### src/mrod_defs.svh
// Field positions and encodings for the opcode field decoder
`ifndef MROD_DEFS_SVH
`define MROD_DEFS_SVH
`define MROD_FMT_HI      21
`define MROD_FMT_LO      20
`define MROD_LONG_BIT    12
`define MROD_OP_HI       19
`define MROD_OP_LO       13
`define MROD_DEST_HI     31
`define MROD_DEST_LO     27
`define MROD_SRC2_HI     26
`define MROD_SRC2_LO     22
`define MROD_SRC1_HI     4
`define MROD_SRC1_LO     0
`define MROD_SHIFT_INV   11
`define MROD_SHIFT_ROT   10
`define MROD_MEM_SCALE   11
`define MROD_MEM_DIRECT  10
`define MROD_FLUSH_CLR   27
`define MROD_TRAP_EMU    27
`define MROD_ILL_CONST   12
`define MROD_V_ACC_HI    16
`define MROD_V_ACC_LO    11
`define MROD_V_ZERO      8
`define MROD_V_PREC      7
`define MROD_V_PPREC     9
`define MROD_V_MEM_HI    10
`define MROD_V_MEM_LO    6
`define MROD_F_PD        9
`define MROD_F_P2        7
`define MROD_F_P1        5
`define MROD_F_RM        7
`define MROD_OP_W        7'h00
`endif

### src/mrod_pkg.sv
// Types shared by the opcode field decoder
package mrod_pkg;
  typedef enum logic [1:0] {MROD_SZ_BYTE, MROD_SZ_HALF, MROD_SZ_WORD, MROD_SZ_DOUBLE} mrod_size_t;
  typedef enum logic [1:0] {MROD_RND_NEAR, MROD_RND_ZERO, MROD_RND_PINF, MROD_RND_MINF} mrod_round_t;
  typedef enum logic [1:0] {MROD_MASK_OFF, MROD_MASK_ON, MROD_MASK_INV} mrod_mask_t;
  typedef enum logic [1:0] {MROD_FILL_ZERO, MROD_FILL_MERGE, MROD_FILL_SIGN} mrod_fill_t;
  typedef enum logic [1:0] {MROD_LOG_AND, MROD_LOG_OR, MROD_LOG_XOR, MROD_LOG_XNOR} mrod_logic_t;
  typedef enum logic [3:0] {
    MROD_C_NONE, MROD_C_TRAP, MROD_C_CTRL, MROD_C_SHIFT, MROD_C_LOGIC, MROD_C_LOAD, MROD_C_STORE,
    MROD_C_FLUSH, MROD_C_BRANCH, MROD_C_INT, MROD_C_VEC, MROD_C_FP, MROD_C_BIT, MROD_C_ILLEGAL
  } mrod_class_t;
  typedef struct packed {
    mrod_class_t  op_class;
    logic [6:0]   opcode;
    logic [4:0]   dest;
    logic [4:0]   src2;
    logic [4:0]   src1;
    logic [31:0]  imm;
    logic         imm_valid;
    mrod_size_t   access_size_field;
    logic         writeback;
    logic         scale;
    logic         direct;
    logic [2:0]   scale_shift;
    mrod_mask_t   mask_mode;
    mrod_fill_t   fill_mode;
    logic         mask_invert;
    logic         rotate_sense;
    mrod_logic_t  logic_op;
    logic         invert_src1;
    logic         invert_src2;
    logic         flush_clear;
    logic         emu_trap;
    logic         annul;
    logic         vec_dp;
    logic         par_dp;
    logic         par_mem;
    logic [4:0]   par_reg;
    logic         acc_sel;
    logic         acc_zero;
    logic         accumulate;
    logic [1:0]   first_operand_precision;
    logic [1:0]   second_operand_precision;
    logic [1:0]   result_precision;
    mrod_round_t  round_select;
    logic         const_operands;
    logic         illegal;
  } mrod_ctrl_t;
endpackage

### src/mrod_shift_dec.sv
// Shift variant decoder: mask mode and fill mode
`include "mrod_defs.svh"
module mrod_shift_dec
  import mrod_pkg::*;
(
  input  wire logic [2:0] variant,
  output mrod_mask_t      mask_mode,
  output mrod_fill_t      fill_mode,
  output logic            bad
);
  // Eight variants: three masks by three fills, no sign fill with inverted mask
  always_comb begin
    mask_mode = MROD_MASK_OFF;
    fill_mode = MROD_FILL_ZERO;
    bad       = 1'b0;
    case (variant)
      3'h0: begin mask_mode = MROD_MASK_OFF; fill_mode = MROD_FILL_ZERO;  end
      3'h1: begin mask_mode = MROD_MASK_OFF; fill_mode = MROD_FILL_MERGE; end
      3'h2: begin mask_mode = MROD_MASK_OFF; fill_mode = MROD_FILL_SIGN;  end
      3'h3: begin mask_mode = MROD_MASK_ON;  fill_mode = MROD_FILL_ZERO;  end
      3'h4: begin mask_mode = MROD_MASK_ON;  fill_mode = MROD_FILL_MERGE; end
      3'h5: begin mask_mode = MROD_MASK_ON;  fill_mode = MROD_FILL_SIGN;  end
      3'h6: begin mask_mode = MROD_MASK_INV; fill_mode = MROD_FILL_ZERO;  end
      3'h7: begin mask_mode = MROD_MASK_INV; fill_mode = MROD_FILL_MERGE; end
      default: bad = 1'b1;
    endcase
  end
endmodule

### src/mrod_decoder.sv
// Opcode field decoder for long-immediate, three-register and miscellaneous formats
`include "mrod_defs.svh"
// What this block does
// - Size field 0 byte, 1 halfword, 2 word, 3 doubleword.
// - Modify bit on load, store or flush writes address back to base.
// - Scale bit multiplies offset by access size before adding base.
// - Direct bit flags access to bypass data cache.
// - Eight shift variants combine mask mode with fill mode.
// - Invert bit complements endmask; n bit selects rotation sense.
// - Cache flush flushes sub-block; F bit also clears present flags.
// - Trap passes emulation bit for emulation routing.
// - Long-immediate form takes next 32-bit word as operand.
// - Vector d bit selects destination single or double precision; multiply-accumulate forms always decode single.
// - Vector P bit sets parallel load/store precision.
// - Vector m bits give parallel memory operation on memory register.
// - Multiply-accumulate a bit selects accumulator; Z substitutes zero.
// - Scalar float takes separate precisions for both sources and result; convert/round forces second source precision to 0.
// - Convert/round mode: nearest, zero, plus infinity, minus infinity.
// - All-ones illegal opcode with C bit uses constant operands.
// - AND/OR suffix picks true or complemented sources; plus XOR, XNOR.
// - Vector multiply-accumulate adds product into selected accumulator.
// - Branch A bit annuls delay slot when taken.
module mrod_decoder
  import mrod_pkg::*;
(
  input  wire logic        clk,
  input  wire logic        rst,
  input  wire logic        insn_valid,
  input  wire logic [31:0] insn,
  input  wire logic        imm_word_valid,
  input  wire logic [31:0] imm_word,
  output logic             insn_ready,
  output logic             ctrl_valid,
  output mrod_ctrl_t       ctrl
);
  typedef enum logic [1:0] {MROD_IDLE, MROD_WAIT_IMM} mrod_state_t;

  mrod_state_t state_reg;
  mrod_state_t state_next;
  logic [31:0] held_reg;
  mrod_ctrl_t  dec;
  mrod_ctrl_t  ctrl_reg;
  logic        ctrl_valid_reg;
  logic [31:0] cur;
  logic        fmt_ok;
  logic        long_form;
  logic [6:0]  opc;
  mrod_mask_t  sh_mask;
  mrod_fill_t  sh_fill;
  logic        sh_bad;
  logic        emit;

  // Instruction under decode: held word while the immediate is awaited
  assign cur       = (state_reg == MROD_WAIT_IMM) ? held_reg : insn;
  assign fmt_ok    = (cur[`MROD_FMT_HI:`MROD_FMT_LO] == 2'h3);
  assign long_form = fmt_ok && cur[`MROD_LONG_BIT];
  assign opc       = cur[`MROD_OP_HI:`MROD_OP_LO];

  mrod_shift_dec u_shift (
    .variant   (opc[2:0]),
    .mask_mode (sh_mask),
    .fill_mode (sh_fill),
    .bad       (sh_bad)
  );

  // Field decode for all opcode groups
  always_comb begin
    dec                   = '0;
    dec.opcode            = opc;
    dec.dest              = cur[`MROD_DEST_HI:`MROD_DEST_LO];
    dec.src2              = cur[`MROD_SRC2_HI:`MROD_SRC2_LO];
    dec.src1              = cur[`MROD_SRC1_HI:`MROD_SRC1_LO];
    dec.imm_valid         = long_form;
    dec.imm               = long_form ? imm_word : 32'h0000_0000;
    dec.op_class          = MROD_C_ILLEGAL;
    if (!fmt_ok) begin
      dec.op_class = MROD_C_ILLEGAL;
    end else if (opc[6:3] == 4'h0) begin
      case (opc[2:0])
        3'h1: begin
          dec.op_class = MROD_C_TRAP;
          dec.emu_trap = cur[`MROD_TRAP_EMU];
        end
        3'h2, 3'h4, 3'h5, 3'h6: dec.op_class = MROD_C_CTRL;
        default: dec.op_class = MROD_C_ILLEGAL;
      endcase
    end else if (opc[6:3] == 4'h1) begin
      dec.op_class     = sh_bad ? MROD_C_ILLEGAL : MROD_C_SHIFT;
      dec.mask_mode    = sh_mask;
      dec.fill_mode    = sh_fill;
      dec.mask_invert  = cur[`MROD_SHIFT_INV];
      dec.rotate_sense = cur[`MROD_SHIFT_ROT];
    end else if (opc[6:4] == 3'h1) begin
      dec.op_class = MROD_C_LOGIC;
      case (opc[3:0])
        4'h1: begin dec.logic_op = MROD_LOG_AND; end
        4'h2: begin dec.logic_op = MROD_LOG_AND; dec.invert_src1 = 1'b1; end
        4'h4: begin dec.logic_op = MROD_LOG_AND; dec.invert_src2 = 1'b1; end
        4'h8: begin dec.logic_op = MROD_LOG_AND; dec.invert_src1 = 1'b1; dec.invert_src2 = 1'b1; end
        4'h6: dec.logic_op = MROD_LOG_XOR;
        4'h9: dec.logic_op = MROD_LOG_XNOR;
        4'h7: begin dec.logic_op = MROD_LOG_OR; end
        4'hB: begin dec.logic_op = MROD_LOG_OR; dec.invert_src1 = 1'b1; end
        4'hD: begin dec.logic_op = MROD_LOG_OR; dec.invert_src2 = 1'b1; end
        4'hE: begin dec.logic_op = MROD_LOG_OR; dec.invert_src1 = 1'b1; dec.invert_src2 = 1'b1; end
        default: dec.op_class = MROD_C_ILLEGAL;
      endcase
    end else if (opc[6:5] == 2'h1 && opc[4:3] != 2'h3) begin
      // Load, unsigned load, store
      dec.op_class          = opc[4] ? MROD_C_STORE : MROD_C_LOAD;
      dec.access_size_field = mrod_size_t'(cur[14:13]);
      dec.writeback         = cur[15];
      dec.scale             = cur[`MROD_MEM_SCALE];
      dec.scale_shift       = cur[`MROD_MEM_SCALE] ? {1'b0, cur[14:13]} : 3'h0;
      dec.direct            = cur[`MROD_MEM_DIRECT];
    end else if (opc[6:3] == 4'h7 && opc[1:0] == 2'h0) begin
      dec.op_class    = MROD_C_FLUSH;
      dec.writeback   = cur[15];
      dec.flush_clear = cur[`MROD_FLUSH_CLR];
    end else if (opc[6:4] == 3'h4) begin
      // Branches: link, jump, bit tests, conditional; annul bit lowest
      dec.op_class = MROD_C_BRANCH;
      dec.annul    = opc[0];
      if (opc[3:1] == 3'h1 || opc[3:1] == 3'h3 || opc[3:1] == 3'h7) begin
        dec.op_class = MROD_C_ILLEGAL;
      end
    end else if (opc[6:4] == 3'h5) begin
      // Compare, add and subtract
      dec.op_class = MROD_C_INT;
      if (opc[3:0] != 4'h0 && opc[3:2] != 2'h2) begin
        dec.op_class = MROD_C_ILLEGAL;
      end
    end else if (opc[6:4] == 3'h6) begin
      // Vector group
      dec.op_class    = MROD_C_VEC;
      dec.vec_dp      = cur[`MROD_V_PREC];
      dec.par_dp      = cur[`MROD_V_PPREC];
      dec.par_mem     = cur[`MROD_V_MEM_HI] | cur[`MROD_V_MEM_LO];
      dec.par_reg     = cur[`MROD_DEST_HI:`MROD_DEST_LO];
      if (opc[2:1] == 2'h3 || opc[2:0] == 3'h3) begin
        dec.acc_sel    = cur[`MROD_V_ACC_HI] | cur[`MROD_V_ACC_LO];
        dec.acc_zero   = cur[`MROD_V_ZERO];
        dec.vec_dp     = 1'b0;
        dec.accumulate = (opc[2:1] == 2'h3);
      end
    end else if (opc[6:3] == 4'hE) begin
      dec.op_class                 = MROD_C_FP;
      dec.result_precision         = cur[10:9];
      dec.second_operand_precision = cur[8:7];
      dec.first_operand_precision  = cur[6:5];
      if (opc[2:0] == 3'h4) begin
        dec.round_select             = mrod_round_t'(cur[8:7]);
        dec.second_operand_precision = 2'h0;
      end
      if (opc[2:0] == 3'h6) begin
        dec.op_class = MROD_C_ILLEGAL;
      end
    end else if (opc == 7'h7F) begin
      dec.op_class       = MROD_C_ILLEGAL;
      dec.const_operands = cur[`MROD_ILL_CONST];
    end else if (opc == 7'h78 || opc == 7'h79 || opc == 7'h7E) begin
      dec.op_class = MROD_C_BIT;
    end else begin
      dec.op_class = MROD_C_ILLEGAL;
    end
    // Reserved bits are trusted to be zero, so only the class decides
    dec.illegal = (dec.op_class == MROD_C_ILLEGAL);
  end

  // Sequencing of the long-immediate word
  always_comb begin
    state_next = state_reg;
    emit       = 1'b0;
    insn_ready = 1'b0;
    case (state_reg)
      MROD_IDLE: begin
        insn_ready = 1'b1;
        if (insn_valid) begin
          if (long_form) begin
            if (imm_word_valid) begin
              emit = 1'b1;
            end else begin
              state_next = MROD_WAIT_IMM;
            end
          end else begin
            emit = 1'b1;
          end
        end
      end
      MROD_WAIT_IMM: begin
        if (imm_word_valid) begin
          emit       = 1'b1;
          state_next = MROD_IDLE;
        end
      end
      default: state_next = MROD_IDLE;
    endcase
  end

  // State register
  always_ff @(posedge clk or posedge rst) begin
    if (rst) begin
      state_reg <= MROD_IDLE;
    end else begin
      state_reg <= state_next;
    end
  end

  // Held instruction while awaiting the immediate
  always_ff @(posedge clk or posedge rst) begin
    if (rst) begin
      held_reg <= 32'h0000_0000;
    end else if (state_reg == MROD_IDLE && insn_valid) begin
      held_reg <= insn;
    end
  end

  // Registered control output
  always_ff @(posedge clk or posedge rst) begin
    if (rst) begin
      ctrl_reg       <= '0;
      ctrl_valid_reg <= 1'b0;
    end else begin
      ctrl_valid_reg <= emit;
      if (emit) begin
        ctrl_reg <= dec;
      end
    end
  end

  assign ctrl       = ctrl_reg;
  assign ctrl_valid = ctrl_valid_reg;
endmodule

### config.mk
export PLATFORM = sky130hd
export DESIGN_NAME = mrod_decoder
export DESIGN_NICKNAME = d
export VERILOG_FILES = /design/src/mrod_pkg.sv /design/src/mrod_shift_dec.sv /design/src/mrod_decoder.sv
export VERILOG_INCLUDE_DIRS = /design/src
export SDC_FILE = /design/constraint.sdc
export NUM_CORES = 1
export LEC_CHECK = 0
export ABC_CLOCK_PERIOD_IN_PS = 5700
export BUFFER_PORTS_ARGS = -buffer_cell sky130_fd_sc_hd__buf_4
export CORE_ASPECT_RATIO = 2
export CORE_MARGIN = 2
export CORE_UTILIZATION = 41
export DETAILED_ROUTE_END_ITERATION = 10
export PLACE_DENSITY = 0.66
export SETUP_SLACK_MARGIN = 0.3
export SLEW_MARGIN = 40
export SYNTH_ARGS = -nofsm -noshare
export SYNTH_HDL_FRONTEND = slang
export SYNTH_HIERARCHICAL = 1
export SYNTH_SLANG_ARGS = --single-unit
export TNS_END_PERCENT = 30
### constraint.sdc
create_clock -name clk -period 5.7 [get_ports clk]
set_input_delay 1.14 -clock clk [delete_from_list [all_inputs] [get_ports clk]]
set_output_delay 1.14 -clock clk [all_outputs]
set_load 0.01 [all_outputs]
==> out/metrics.cfg <==
[final_layout]
drive_gt1_share_pct=38.3
largest_reg_flops=100
nets=769
final_cell_mix=176 x buf_4, 133 x dfrtp_1, 85 x nand2_1
antenna_cells=0
nFillCells=1320
final_common_cell=buf_4
multi_input_area_mm2=0.00252
area_delta_synth_final_pct=34.2
regArea_mm2=0.00335
fin_cells=906

[critical_path]
arrival_ns=2.02
crit_end=insn_ready
path_cells=buf_4 > inv_1 > buf_4
path_buf_inv=3
worstPathRequired_ns=4.56
critical_path_class=flip-flop to output port
startpoint_type=flip-flop
startpoint=state_reg[0]
crit_family=buffers and inverters
critPathMaxStageDelay_ns=0.60
cp_max_fo=37
r2r_cells=7
critPathSlowestCell=dfrtp_2
r2r_setup_slack_ns=2.68
worst_path_most_repeated_cell=buf_4
rr_endpoint=ctrl[0]
timing.rr.start=state_reg[0]
cp.depth=3
cp-end-kind=output port

[clock_network]
cts-hold-fix-buffers=0
cts_setup_buffers=0
htreeDepth=4
cts_sinks=134
cts_tree=done
cts_buffers=17
clock-root-buffer=clkbuf_16
cts_resized=0
clk_path_buf_depth=2
clk-insertion-delay-late_ns=0.41
cts.reportedPaths.clkPinSlew_ns=0.07

[outcome]
status=completed

[logic_synthesis]
ys_seq_area_share_pct=55.2
synth_edf_count=0
synthArstFlopShare_pct=100
ys_ff_latch=134
synth_top_area_share_pct=55.2
synth_top_area_cell=dfrtp_1
synthCells=537
yosysWarnings=6
syn-mean-instance-area_um2=11.3
syn_area_mm2=0.00608
yosysUniqueCellTypes=59
syn_nets=608
yosys-top-cells-area=dfrtp_1 55%, a22o_1 6.5%, mux2_2 6.1%
ys.flop_type=dfrtp_1

[sta]
hold_viol=0
final_max_slew_viol_count=0
setup_tns_ns=0
rsz0062_at_grt=no
timing.hold.ws_ns=0.481
slew_headroom_pct=46.9
tightest_slew_ns=0.782
min_period_ns=3.16
skew_ns=0.00992
setup_viol=0
period_share_pct=55.5
max_freq_ghz=0.316

[placement]
gp_congestion=0.905
place_inst=873
io_buffer_count=169
place_hpwl_um=11400

[global_routing]
use_met1_pct=27.8
grt_usage_pct=20.3
grt_pass1_vias=4772
met2_usage_pct=32.0
overflow=0
grt_first_pass_wirelength_um=25500
grt-busiest-layer=met2
grtUsageMet3_pct=3.80
grt_max_degree=77
antenna_found_initial=0

[route]
drc=0
antenna_left=0
drtIter0Drc=225
avgRoutedWirePerCell_um=17.5
vias=4882
drt-total-wl_um=15800
drt-pass1-iter-count=5
viasPerCell=5.39

[floorplanning]
ios=171
die_x_um=90.1
initial_core_util_pct=41.4
num_rows=63
die_area_mm2=0.0159
core_mm2=0.0147
die_y_um=176

[pwr]
power_density_mw_per_mm2=314
ir_drop_mv=0.200
p_leak_nw=3.82

[job]
cap_violations=0

[min_path]
worst_hold_path_type=flip-flop to flip-flop

cell type report:
type / count / share of cell area [%]
multi-input cells: 355 / 30.9
inverters: 11 / 0.568
flip-flops and latches: 134 / 41.1
clock buffers: 18 / 5.26
clock inverters: 14 / 2.30
well taps: 195 / 2.99
repair buffers: 179 / 16.8
logic make-up (layout without fill, tap and decap cells):
kind of cell | after synthesis | in the layout | synth area share [%]
adders and majority gates | 3 | 3 | 0.618
and+or+nand+nor | 139 | 139 | 10.1
other | 2 | 2 | 0.124
AOI/OAI and AO/OA | 149 | 149 | 18.8
muxes | 61 | 61 | 11.1
DFF | 134 | 134 | 55.2
xor gates and xnor gates | 1 | 1 | 0.144
buffers and inverters | 48 | 222 | 3.99
metal layers:
| layer | part of all wire (%) | up-vias |
|---|---|---|
| met5 | 0 | - |
| met4 | 2.0 | 0 |
| met3 | 5.3 | 27 |
| met2 | 49 | 184 |
| met1 | 44 | 2375 |
| li1 | - | 2296 |
worst min-delay path by stage:
stage          cells past startpoint         start            to
5_1_grt                            1      ctrl[42]      ctrl[42]
3_5_place_dp                       2      ctrl[75]      ctrl[75]
6_report                           2      ctrl[82]      ctrl[82]
4_1_cts                            2      ctrl[75]      ctrl[75]
2_1_floorplan                      2  held_reg[12]  held_reg[12]
3_3_place_gp                       2  held_reg[12]  held_reg[12]
per-stage QoR:
| stage | area [µm²] | util [%] | power (mW) | worst slack, ns |
|---|---|---|---|---|
| final | 8150 | 55.6 | 2.56 | 2.54 |
| after CTS | 8120 | 55.4 | 2.58 | 2.54 |
| after global placement | 7450 | 50.8 | 1.42 | 2.34 |
| after global routing | 8150 | 55.6 | 2.66 | 2.42 |
| after floorplan | 6080 | - | 1.27 | 0.977 |
| after detailed placement | 7500 | 51.1 | 1.43 | 2.25 |
worst register-to-register path, delay by kind of cell (launching register included):
family,cells,cell delay (ns)
and+or+nand+nor,1,0.22
DFF,1,0.60
AOI/OAI and AO/OA,4,1.30
buffers and inverters,2,0.80
synthesized netlist by cell type, types with 6 or more instances:
cell      instances
mux2_2           33
inv_1             8
dfrtp_1         134
o31ai_1          16
nor4_1            6
a22o_1           45
o21ai_0          40
clkbuf_1         15
buf_2            16
nand2_1          85
nand3_1           7
nor2_1           17
mux2i_1          23
power by group:
group / total [mW] / switching [mW] / leakage, nW / internal, mW
clock network: 1.14 / 0.442 / 0.293 / 0.702
logic: 0.356 / 0.194 / 1.79 / 0.161
registers: 1.06 / 0.0430 / 1.74 / 1.02
Note: power is estimated with default switching activity, not from simulation.
